<file path="src/rtl/ccpcu_pkg.sv">
package ccpcu_pkg;
    // Register indices; byte address is four times the index
    localparam logic [7:0] IDX_IRQ_FLAGS = 8'h0C;
    localparam logic [7:0] IDX_T1_LOW = 8'h0E;
    localparam logic [7:0] IDX_T1_HIGH = 8'h0F;
    localparam logic [7:0] IDX_T1_CTRL = 8'h10;
    localparam logic [7:0] IDX_T2_COUNT = 8'h11;
    localparam logic [7:0] IDX_T2_CTRL = 8'h12;
    localparam logic [7:0] IDX_VAL_LOW = 8'h15;
    localparam logic [7:0] IDX_VAL_HIGH = 8'h16;
    localparam logic [7:0] IDX_UNIT_CTRL = 8'h17;
    localparam logic [7:0] IDX_PORT_DIR = 8'h87;
    localparam logic [7:0] IDX_IRQ_EN = 8'h8C;
    localparam logic [7:0] IDX_PERIOD = 8'h92;
    localparam int ADDR_W = 10;

    // Reset values
    localparam logic [7:0] RST_ZERO = 8'h00;
    localparam logic [7:0] RST_PORT_DIR = 8'hFF;
    localparam logic [7:0] RST_PERIOD = 8'hFF;

    // Field positions
    localparam int FLAG_T1_OVF = 0;
    localparam int FLAG_T2_MATCH = 1;
    localparam int FLAG_CCP_EVENT = 2;
    localparam logic [7:0] FLAG_MASK = 8'h07;
    localparam int T1_ON_BIT = 0;
    localparam logic [7:0] T1_CTRL_MASK = 8'h3F;
    localparam int T2_ON_BIT = 2;
    localparam int T2_PRE_LSB = 0;
    localparam int T2_POST_LSB = 3;
    localparam logic [7:0] T2_CTRL_MASK = 8'h7F;
    localparam int DUTY_LSB_ZERO_BIT = 4;
    localparam int DUTY_LSB_ONE_BIT = 5;
    localparam logic [7:0] UNIT_CTRL_MASK = 8'h3F;
    localparam int PIN_DIR_BIT = 2;

    // Mode field codes
    localparam logic [3:0] MODE_SET_ON_MATCH = 4'h8;
    localparam logic [3:0] MODE_CLR_ON_MATCH = 4'h9;
    localparam logic [3:0] MODE_SW_EVENT = 4'hA;
    localparam logic [3:0] MODE_SPECIAL = 4'hB;
    localparam logic [1:0] MODE_PWM_TOP = 2'h3;

    // Timer2 prescale select codes
    localparam logic [1:0] PRE_DIV1 = 2'h0;
    localparam logic [1:0] PRE_DIV4 = 2'h1;

    // Quarter phases per instruction cycle
    localparam logic [1:0] PHASE_LAST = 2'h3;
endpackage

</file>
<file path="src/rtl/ccpcu_unit.sv">
// Added by the designer: the Avalon-MM interface to the registers.
`timescale 1ns/1ps
// Summary of operation
// - Writing zero to the unit control forces the compare latch low.
// - Software event match sets the event flag, pin untouched.
// - Special trigger match clears the event timer and, with adc_enabled high, starts conversion.
// - The special trigger clear never sets the overflow flag.
// - PWM mode drives the pin with up to ten bits of duty.
// - Writing zero to the unit control forces the PWM latch low.
// - Period timer clears on the increment after equalling the limit.
// - That rollover sets the pin unless the duty is zero.
// - Rollover copies low duty and its two bits into the shadow.
// - The postscaler only divides match flags, not the period.
// - Duty is low value as top eight bits, control 5:4 below.
// - Duty writes apply next period; shadow is read-only in PWM.
// - Duty is double buffered in shadow plus hidden two-bit latch.
// - Pin clears when shadow duty equals count with two phase bits, or two prescaler bits at prescale 4 or 16.
// - Duty longer than the period never clears the pin.
// - Compare value matches the event timer continuously; only set and clear modes move the pin.
// - Period timer prescale is 1, 4 or 16 instruction cycles.
module ccpcu_unit (
    input wire logic core_clk,
    input wire logic reset,
    input wire logic [ccpcu_pkg::ADDR_W-1:0] avs_address,
    input wire logic avs_read,
    input wire logic avs_write,
    input wire logic [31:0] avs_writedata,
    output logic [31:0] avs_readdata,
    output logic avs_waitrequest,
    input wire logic adc_enabled,
    output logic adc_start,
    output logic ccp_output_pin,
    output logic ccp_output_pin_en,
    output logic irq_request
);
    import ccpcu_pkg::*;

    logic waitreq_reg;
    logic [31:0] rdata_reg;
    logic [7:0] flags_reg;
    logic [7:0] enables_reg;
    logic [7:0] t1_ctrl_reg;
    logic [15:0] t1_count_reg;
    logic [7:0] t2_ctrl_reg;
    logic [7:0] t2_count_reg;
    logic [7:0] period_reg;
    logic [7:0] val_low_reg;
    logic [7:0] val_high_reg;
    logic [7:0] unit_ctrl_reg;
    logic [7:0] port_dir_reg;
    logic [1:0] duty_lsb_reg;
    logic [1:0] phase_reg;
    logic [3:0] pre_reg;
    logic [3:0] post_reg;
    logic match_prev_reg;
    logic out_latch_reg;
    logic pin_en_reg;
    logic adc_start_reg;
    logic irq_reg;

    // Bus decode: one wait state, then the access completes
    logic [7:0] idx;
    logic aligned;
    logic wr_fire;
    assign idx = avs_address[ADDR_W-1:2];
    assign aligned = (avs_address[1:0] == 2'h0);
    assign wr_fire = avs_write & ~waitreq_reg & aligned;
    logic [7:0] wdata;
    assign wdata = avs_writedata[7:0];

    logic wr_flags, wr_t1l, wr_t1h, wr_t1c, wr_t2, wr_t2c;
    logic wr_vl, wr_vh, wr_uc, wr_dir, wr_en, wr_per;
    assign wr_flags = wr_fire & (idx == IDX_IRQ_FLAGS);
    assign wr_t1l = wr_fire & (idx == IDX_T1_LOW);
    assign wr_t1h = wr_fire & (idx == IDX_T1_HIGH);
    assign wr_t1c = wr_fire & (idx == IDX_T1_CTRL);
    assign wr_t2 = wr_fire & (idx == IDX_T2_COUNT);
    assign wr_t2c = wr_fire & (idx == IDX_T2_CTRL);
    assign wr_vl = wr_fire & (idx == IDX_VAL_LOW);
    assign wr_vh = wr_fire & (idx == IDX_VAL_HIGH);
    assign wr_uc = wr_fire & (idx == IDX_UNIT_CTRL);
    assign wr_dir = wr_fire & (idx == IDX_PORT_DIR);
    assign wr_en = wr_fire & (idx == IDX_IRQ_EN);
    assign wr_per = wr_fire & (idx == IDX_PERIOD);

    // Read mux; unmapped or unaligned addresses read zero
    logic [7:0] rd_byte;
    assign rd_byte =
        !aligned ? RST_ZERO :
        (idx == IDX_IRQ_FLAGS) ? flags_reg :
        (idx == IDX_T1_LOW) ? t1_count_reg[7:0] :
        (idx == IDX_T1_HIGH) ? t1_count_reg[15:8] :
        (idx == IDX_T1_CTRL) ? t1_ctrl_reg :
        (idx == IDX_T2_COUNT) ? t2_count_reg :
        (idx == IDX_T2_CTRL) ? t2_ctrl_reg :
        (idx == IDX_VAL_LOW) ? val_low_reg :
        (idx == IDX_VAL_HIGH) ? val_high_reg :
        (idx == IDX_UNIT_CTRL) ? unit_ctrl_reg :
        (idx == IDX_PORT_DIR) ? port_dir_reg :
        (idx == IDX_IRQ_EN) ? enables_reg :
        (idx == IDX_PERIOD) ? period_reg : RST_ZERO;

    logic waitreq_next;
    assign waitreq_next = ~((avs_read | avs_write) & waitreq_reg);

    // Bus handshake registers
    always_ff @(posedge core_clk or posedge reset)
    begin
        if (reset)
        begin
            waitreq_reg <= 1'b1;
            rdata_reg <= 32'h0000_0000;
        end
        else
        begin
            waitreq_reg <= waitreq_next;
            if (avs_read & waitreq_reg)
                rdata_reg <= {24'h00_0000, rd_byte};
        end
    end

    // Mode decode
    logic [3:0] mode;
    logic is_pwm, is_set, is_clr, is_sw, is_spec, is_cmp;
    assign mode = unit_ctrl_reg[3:0];
    assign is_pwm = (mode[3:2] == MODE_PWM_TOP);
    assign is_set = (mode == MODE_SET_ON_MATCH);
    assign is_clr = (mode == MODE_CLR_ON_MATCH);
    assign is_sw = (mode == MODE_SW_EVENT);
    assign is_spec = (mode == MODE_SPECIAL);
    assign is_cmp = is_set | is_clr | is_sw | is_spec;

    // Instruction cycle enable: one pulse every four core clocks
    logic instr_tick;
    assign instr_tick = (phase_reg == PHASE_LAST);

    always_ff @(posedge core_clk or posedge reset)
    begin
        if (reset)
            phase_reg <= 2'h0;
        else
            phase_reg <= phase_reg + 2'h1;
    end

    // Compare against the event timer, fired on the rising match
    logic cmp_equal, cmp_fire, spec_fire;
    assign cmp_equal = (t1_count_reg == {val_high_reg, val_low_reg});
    assign cmp_fire = is_cmp & cmp_equal & ~match_prev_reg;
    assign spec_fire = cmp_fire & is_spec;

    // Event timer: counts instruction cycles while enabled
    logic t1_run, t1_ovf;
    assign t1_run = instr_tick & t1_ctrl_reg[T1_ON_BIT];
    assign t1_ovf = t1_run & (t1_count_reg == 16'hFFFF) &
        ~spec_fire;

    always_ff @(posedge core_clk or posedge reset)
    begin
        if (reset)
        begin
            t1_count_reg <= 16'h0000;
            match_prev_reg <= 1'b0;
        end
        else
        begin
            match_prev_reg <= is_cmp & cmp_equal;
            if (spec_fire)
                t1_count_reg <= 16'h0000;
            else if (wr_t1l)
                t1_count_reg[7:0] <= wdata;
            else if (wr_t1h)
                t1_count_reg[15:8] <= wdata;
            else if (t1_run)
                t1_count_reg <= t1_count_reg + 16'h0001;
        end
    end

    // Period timer prescaler and increment enable
    logic [1:0] pre_sel;
    logic t2_on, t2_inc, t2_roll, post_hit, clr_scalers;
    assign pre_sel = t2_ctrl_reg[T2_PRE_LSB +: 2];
    assign t2_on = t2_ctrl_reg[T2_ON_BIT];
    assign t2_inc = instr_tick & t2_on & (
        (pre_sel == PRE_DIV1) ? 1'b1 :
        (pre_sel == PRE_DIV4) ? (pre_reg[1:0] == 2'h3) :
        (pre_reg == 4'hF));
    assign t2_roll = t2_inc & (t2_count_reg == period_reg);
    assign post_hit = (post_reg == t2_ctrl_reg[T2_POST_LSB +: 4]);
    assign clr_scalers = wr_t2 | wr_t2c;

    always_ff @(posedge core_clk or posedge reset)
    begin
        if (reset)
        begin
            pre_reg <= 4'h0;
            post_reg <= 4'h0;
            t2_count_reg <= RST_ZERO;
        end
        else
        begin
            if (clr_scalers)
                pre_reg <= 4'h0;
            else if (instr_tick & t2_on)
                pre_reg <= pre_reg + 4'h1;
            if (clr_scalers)
                post_reg <= 4'h0;
            else if (t2_roll)
                post_reg <= post_hit ? 4'h0 : post_reg + 4'h1;
            if (wr_t2)
                t2_count_reg <= wdata;
            else if (t2_roll)
                t2_count_reg <= RST_ZERO;
            else if (t2_inc)
                t2_count_reg <= t2_count_reg + 8'h01;
        end
    end

    // Duty value and its match against count extended by two phase bits, or prescaler bits at prescale 4 or 16
    logic [9:0] duty_new, duty_shadow, count_ext;
    logic [1:0] sub_bits;
    logic duty_match;
    assign duty_new = {val_low_reg,
        unit_ctrl_reg[DUTY_LSB_ONE_BIT], unit_ctrl_reg[DUTY_LSB_ZERO_BIT]};
    assign duty_shadow = {val_high_reg, duty_lsb_reg};
    assign sub_bits = (pre_sel == PRE_DIV1) ? phase_reg :
        (pre_sel == PRE_DIV4) ? pre_reg[1:0] : pre_reg[3:2];
    assign count_ext = {t2_count_reg, sub_bits};
    // A duty beyond the period never reaches equality, so the pin stays high
    assign duty_match = (duty_shadow == count_ext);
    // Clear one count step early, so the registered pin is high for duty
    logic sub_step, clear_early;
    assign sub_step = t2_on & ((pre_sel == PRE_DIV1) | (instr_tick &
        ((pre_sel == PRE_DIV4) | (pre_reg[1:0] == 2'h3))));
    assign clear_early = sub_step & (count_ext + 10'h001 == duty_shadow);

    // Shared compare/PWM output latch
    logic ctrl_zero;
    assign ctrl_zero = wr_uc & (wdata == RST_ZERO);

    always_ff @(posedge core_clk or posedge reset)
    begin
        if (reset)
            out_latch_reg <= 1'b0;
        else if (ctrl_zero)
            out_latch_reg <= 1'b0;
        else if (is_pwm & t2_roll)
            out_latch_reg <= (duty_new != 10'h000);
        else if (is_pwm & (duty_match | clear_early))
            out_latch_reg <= 1'b0;
        else if (cmp_fire & is_set)
            out_latch_reg <= 1'b1;
        else if (cmp_fire & is_clr)
            out_latch_reg <= 1'b0;
    end

    // Compare value, control, period and direction registers
    always_ff @(posedge core_clk or posedge reset)
    begin
        if (reset)
        begin
            val_low_reg <= RST_ZERO;
            val_high_reg <= RST_ZERO;
            duty_lsb_reg <= 2'h0;
            unit_ctrl_reg <= RST_ZERO;
            period_reg <= RST_PERIOD;
            port_dir_reg <= RST_PORT_DIR;
            t1_ctrl_reg <= RST_ZERO;
            t2_ctrl_reg <= RST_ZERO;
            enables_reg <= RST_ZERO;
        end
        else
        begin
            if (wr_vl)
                val_low_reg <= wdata;
            if (is_pwm & t2_roll)
            begin
                val_high_reg <= val_low_reg;
                duty_lsb_reg <= duty_new[1:0];
            end
            else if (wr_vh & ~is_pwm)
                val_high_reg <= wdata;
            if (wr_uc)
                unit_ctrl_reg <= wdata & UNIT_CTRL_MASK;
            if (wr_per)
                period_reg <= wdata;
            if (wr_dir)
                port_dir_reg <= wdata;
            if (wr_t1c)
                t1_ctrl_reg <= wdata & T1_CTRL_MASK;
            if (wr_t2c)
                t2_ctrl_reg <= wdata & T2_CTRL_MASK;
            if (wr_en)
                enables_reg <= wdata & FLAG_MASK;
        end
    end

    // Sticky flags; a hardware set wins over a software clear
    logic [7:0] flag_set;
    assign flag_set = {5'h00, cmp_fire, t2_roll & post_hit, t1_ovf};

    always_ff @(posedge core_clk or posedge reset)
    begin
        if (reset)
            flags_reg <= RST_ZERO;
        else if (wr_flags)
            flags_reg <= (wdata & FLAG_MASK) | flag_set;
        else
            flags_reg <= flags_reg | flag_set;
    end

    // Output registers
    always_ff @(posedge core_clk or posedge reset)
    begin
        if (reset)
        begin
            pin_en_reg <= 1'b0;
            adc_start_reg <= 1'b0;
            irq_reg <= 1'b0;
        end
        else
        begin
            pin_en_reg <= ~port_dir_reg[PIN_DIR_BIT] &
                (is_cmp | is_pwm);
            adc_start_reg <= spec_fire & adc_enabled;
            irq_reg <= |(flags_reg & enables_reg);
        end
    end

    assign avs_readdata = rdata_reg;
    assign avs_waitrequest = waitreq_reg;
    assign adc_start = adc_start_reg;
    assign ccp_output_pin = out_latch_reg;
    assign ccp_output_pin_en = pin_en_reg;
    assign irq_request = irq_reg;
endmodule

</file>
<file path="config.mk">
export PLATFORM = sky130hd
export DESIGN_NAME = ccpcu_unit
export DESIGN_NICKNAME = d
export VERILOG_FILES = /design/src/rtl/ccpcu_pkg.sv /design/src/rtl/ccpcu_unit.sv
export SDC_FILE = /design/constraint.sdc
export NUM_CORES = 1
export LEC_CHECK = 0
export ABC_CLOCK_PERIOD_IN_PS = 3640
export BUFFER_PORTS_ARGS = -buffer_cell sky130_fd_sc_hd__buf_4
export CELL_PAD_IN_SITES_DETAIL_PLACEMENT = 1
export CELL_PAD_IN_SITES_GLOBAL_PLACEMENT = 2
export CORE_MARGIN = 5
export CORE_UTILIZATION = 30
export CTS_CLUSTER_DIAMETER = 120
export DETAILED_ROUTE_END_ITERATION = 12
export PLACE_DENSITY = 0.65
export SYNTH_ARGS = -nofsm -noshare
export SYNTH_HDL_FRONTEND = slang
export SYNTH_SLANG_ARGS = --single-unit
</file>
<file path="constraint.sdc">
create_clock -name core_clk -period 3.64 [get_ports core_clk]
set_input_delay 0.364 -clock core_clk [delete_from_list [all_inputs] [get_ports core_clk]]
set_output_delay 0.364 -clock core_clk [all_outputs]
set_load 0.05 [all_outputs]
</file>
==> impl_metrics.toml <==
[pwr]
power.share.switching_pct = 28.2
total_switching_power_uw = 722
p_seq_share_pct = 48.2
power_frac_comb_pct = 11.7
power_per_cell_area_nw_per_um2 = 341
worst_ir_drop_vdd_mv = 0.157
power.leakage_nw = 3.29
clock_power_share_pct = 40.1
power.internal_mw = 1.84
post-layout-total-power_mw = 2.56

[sta]
finalWorstPathRequiredPeriod_ns = 2.74
rsz_0062_raised_after_global_routing = "false"
timing.max_slew.rel_slack_pct = 45.0
hold_violations = 0
fmax_ghz = 0.365
min_period_over_period_pct = 75.3
finalClockSkew_ns = 0.00853
setup-violations-final = 0
timing.final.max_slew_violations = 0
slew_worst_pin_ns = 0.824
final.setup.tns_ns = 0

[placement]
place.port_buffers = 35
dpl.hpwl_um = 17700
gp_routability_congestion = 0.879
dp_cells = 1022
postPlaceCellArea_um2 = 7220

[global_routing]
first_global_vias = 5960
initial_antenna_violation_count = 0
grt_pass1_wl_um = 37700
global_route.usage.total_pct = 18.9
grt_overflow = 0
grt_start_max_net_pins = 58

[drt]
drt_pre_antenna_iters = 5
finalWirelength_um = 24300
avgRoutedWirePerCell_um = 23.4
drt.antenna.violating_nets = 0
route.vias.total = 5742
routed_via_density = 5.53
post-route-drc-count = 0
drtIter0Drc = 445

[logic_synthesis]
synthCells = 736
synth_top_area_share_pct = 33.3
synthDominantAreaCellType = "sky130_fd_sc_hd__dfrtp_1"
yosys_warnings = 0
synth.top_cells.by_count = "sky130_fd_sc_hd__dfrtp_1, sky130_fd_sc_hd__nand2_1, sky130_fd_sc_hd__nor2_1"
number_of_synthesized_flops_with_an_enable_pin = 0
synthFlopType = "sky130_fd_sc_hd__dfrtp_1"
ys_types = 68
yosys.cell_count.top_type = "sky130_fd_sc_hd__dfrtp_1"
mappedNetlistArea_um2 = 6760
syn_area_per_cell_um2 = 9.19
async_reset_ff_share_pct = 100
yosys-top-cells-area = "sky130_fd_sc_hd__dfrtp_1, sky130_fd_sc_hd__mux2_2, sky130_fd_sc_hd__dfstp_2"
part_of_the_yosys_area_used_for_sequential_elements_pct = 39.9
postSynthRegisterBits = 107

[clock_network]
cts_setup_buffers = 0
clkSlewWorstSetupHoldPaths_ns = 0.08
numClockSinks = 107
clock_tree.htree_level_count = 3
post_cts.resized_instances = 0
max-clock-path-buffers = 2
clock_latency_at_the_later_pin_of_the_worst_skew_pair_ns = 0.36
cts_root_buf = "sky130_fd_sc_hd__clkbuf_16"
holdBufCountCts = 0
cts_tree = "built"
cts_buffers = 9

[finish]
post_route_cells_drive_above_1_share_pct = 19.1
syn_to_final_growth_pct = 11.2
post_route_cell_area_um2 = 7520
stdcell_count = 1038
multi_input_area_um2 = 3740
fill_cells = 2619
utilization_pct = 33.5
ff_latch_area_um2 = 2700
flip_flop_count_of_the_largest_register_after_layout = 16
num_antenna_cells = 0
design.final.nets = 800

[worst_setup_path]
crit-reg2reg-capture = "flags_reg[0]"
arrival_ns = 2.95
critical_path.cell_chain = "xor2_1 -> nor4_1 -> nand4b_1 -> nor3_1 -> and4b_1 -> o21ai_0"
timing.critical_path.slowest_cell_delay_ns = 0.80
crit_path_start_kind = "flop"
critical_setup_path_class = "reg2reg"
worst_path_max_delay_cell = "sky130_fd_sc_hd__and4b_1"
worstPathRequired_ns = 3.85
r2r_cells = 6
worst-r2r-setup-slack_ns = 0.90
critical_path.max_fanout = 18
endpoint_kind = "flop"
rr_startpoint = "t1_count_reg[2]"

[floorplanning]
die_area_um2 = 25600
top_level_ports = 84
die_w_um = 160
initial_utilization_pct = 30.1
core_area_um2 = 22400
rows = 55
die_h_um = 160

[job]
timing.max_cap.violations = 0

[hold_path]
hold_path.class = "in2async"

[run_status]
outcome = "completed"
-- cell usage in the layout (no fill, tap or decap), drive strengths merged, types with 4 or more instances in the layout --
cell type / count
xnor2: 20
dfstp: 17
a22oi: 28
nand2b: 9
xor2: 36
and2: 9
a21oi: 36
nand4: 6
nand3: 29
o211ai: 4
mux2: 47
buf: 49
o221ai: 4
a31oi: 9
dfrtp: 90
clkbuf: 10
nor2: 55
nor2b: 6
nor3: 11
nor4: 18
o22ai: 6
nand2: 81
o21ai: 49
ha: 5
mux2i: 19
inv: 13
a221oi: 4
conb: 24
and3: 8
a211oi: 7
-- critical path, delay by kind of cell (launching register included) --
family	cells	cell delay, ns
AND/OR/NAND/NOR	4	1.67
flip-flops	1	0.52
XOR/XNOR	1	0.20
AO/OA/AOI/OAI	1	0.19
-- power by group through the flow --
stage               Combinational, mW  Sequential (mW)  Clock (mW)
floorplan                       0.220             1.25           0
global placement                0.294             1.26           0
detailed placement              0.301             1.26           0
CTS                             0.302             1.23        1.06
global route                    0.326             1.24        1.10
finish                          0.301             1.23        1.03
-- per-layer routing --
metal	part of all wire (%)	global-route usage, %	vias to the layer above
met5	0	0	-
met4	1.6	4.58	0
met3	4.6	2.84	23
met2	46	30.1	156
met1	48	27.2	2946
li1	-	-	2617
-- worst max path at each step --
stage,startpoint,to
final,t1_count_reg[2],flags_reg[0]
after global routing,t1_count_reg[2],flags_reg[0]
after CTS,t1_count_reg[2],flags_reg[0]
after detailed placement,avs_address[4],t1_count_reg[15]
after global placement,avs_address[4],t1_count_reg[7]
after floorplan,reset,adc_start
-- through the flow --
step | worst slack (ns) | hold WS, ns
4_1_cts | 0.878 | 0.132
3_3_place_gp | 0.839 | 0.443
2_1_floorplan | 0.487 | 0.421
3_5_place_dp | 0.787 | 0.467
5_1_grt | 0.663 | 0.164
6_report | 0.898 | 0.111
-- logic make-up after synthesis --
logic type,share of synthesized area [%]
buffers and inverters,6.12
and+or+nand+nor,19.3
adders and majority gates,0.925
AOI/OAI and AO/OA,15.8
muxes,10.6
DFF,39.9
other,0.0555
xor gates and xnor gates,7.25
-- area by class of cell --
type / instances / share of cell area (%)
multi-input cells: 570 / 49.8
flip-flops and latches: 107 / 35.9
repair buffers: 49 / 5.06
well taps: 285 / 4.74
clock buffers: 10 / 3.18
clock inverters: 6 / 0.815
inverters: 11 / 0.582
No activity file was read; power rests on OpenSTA's default activity.
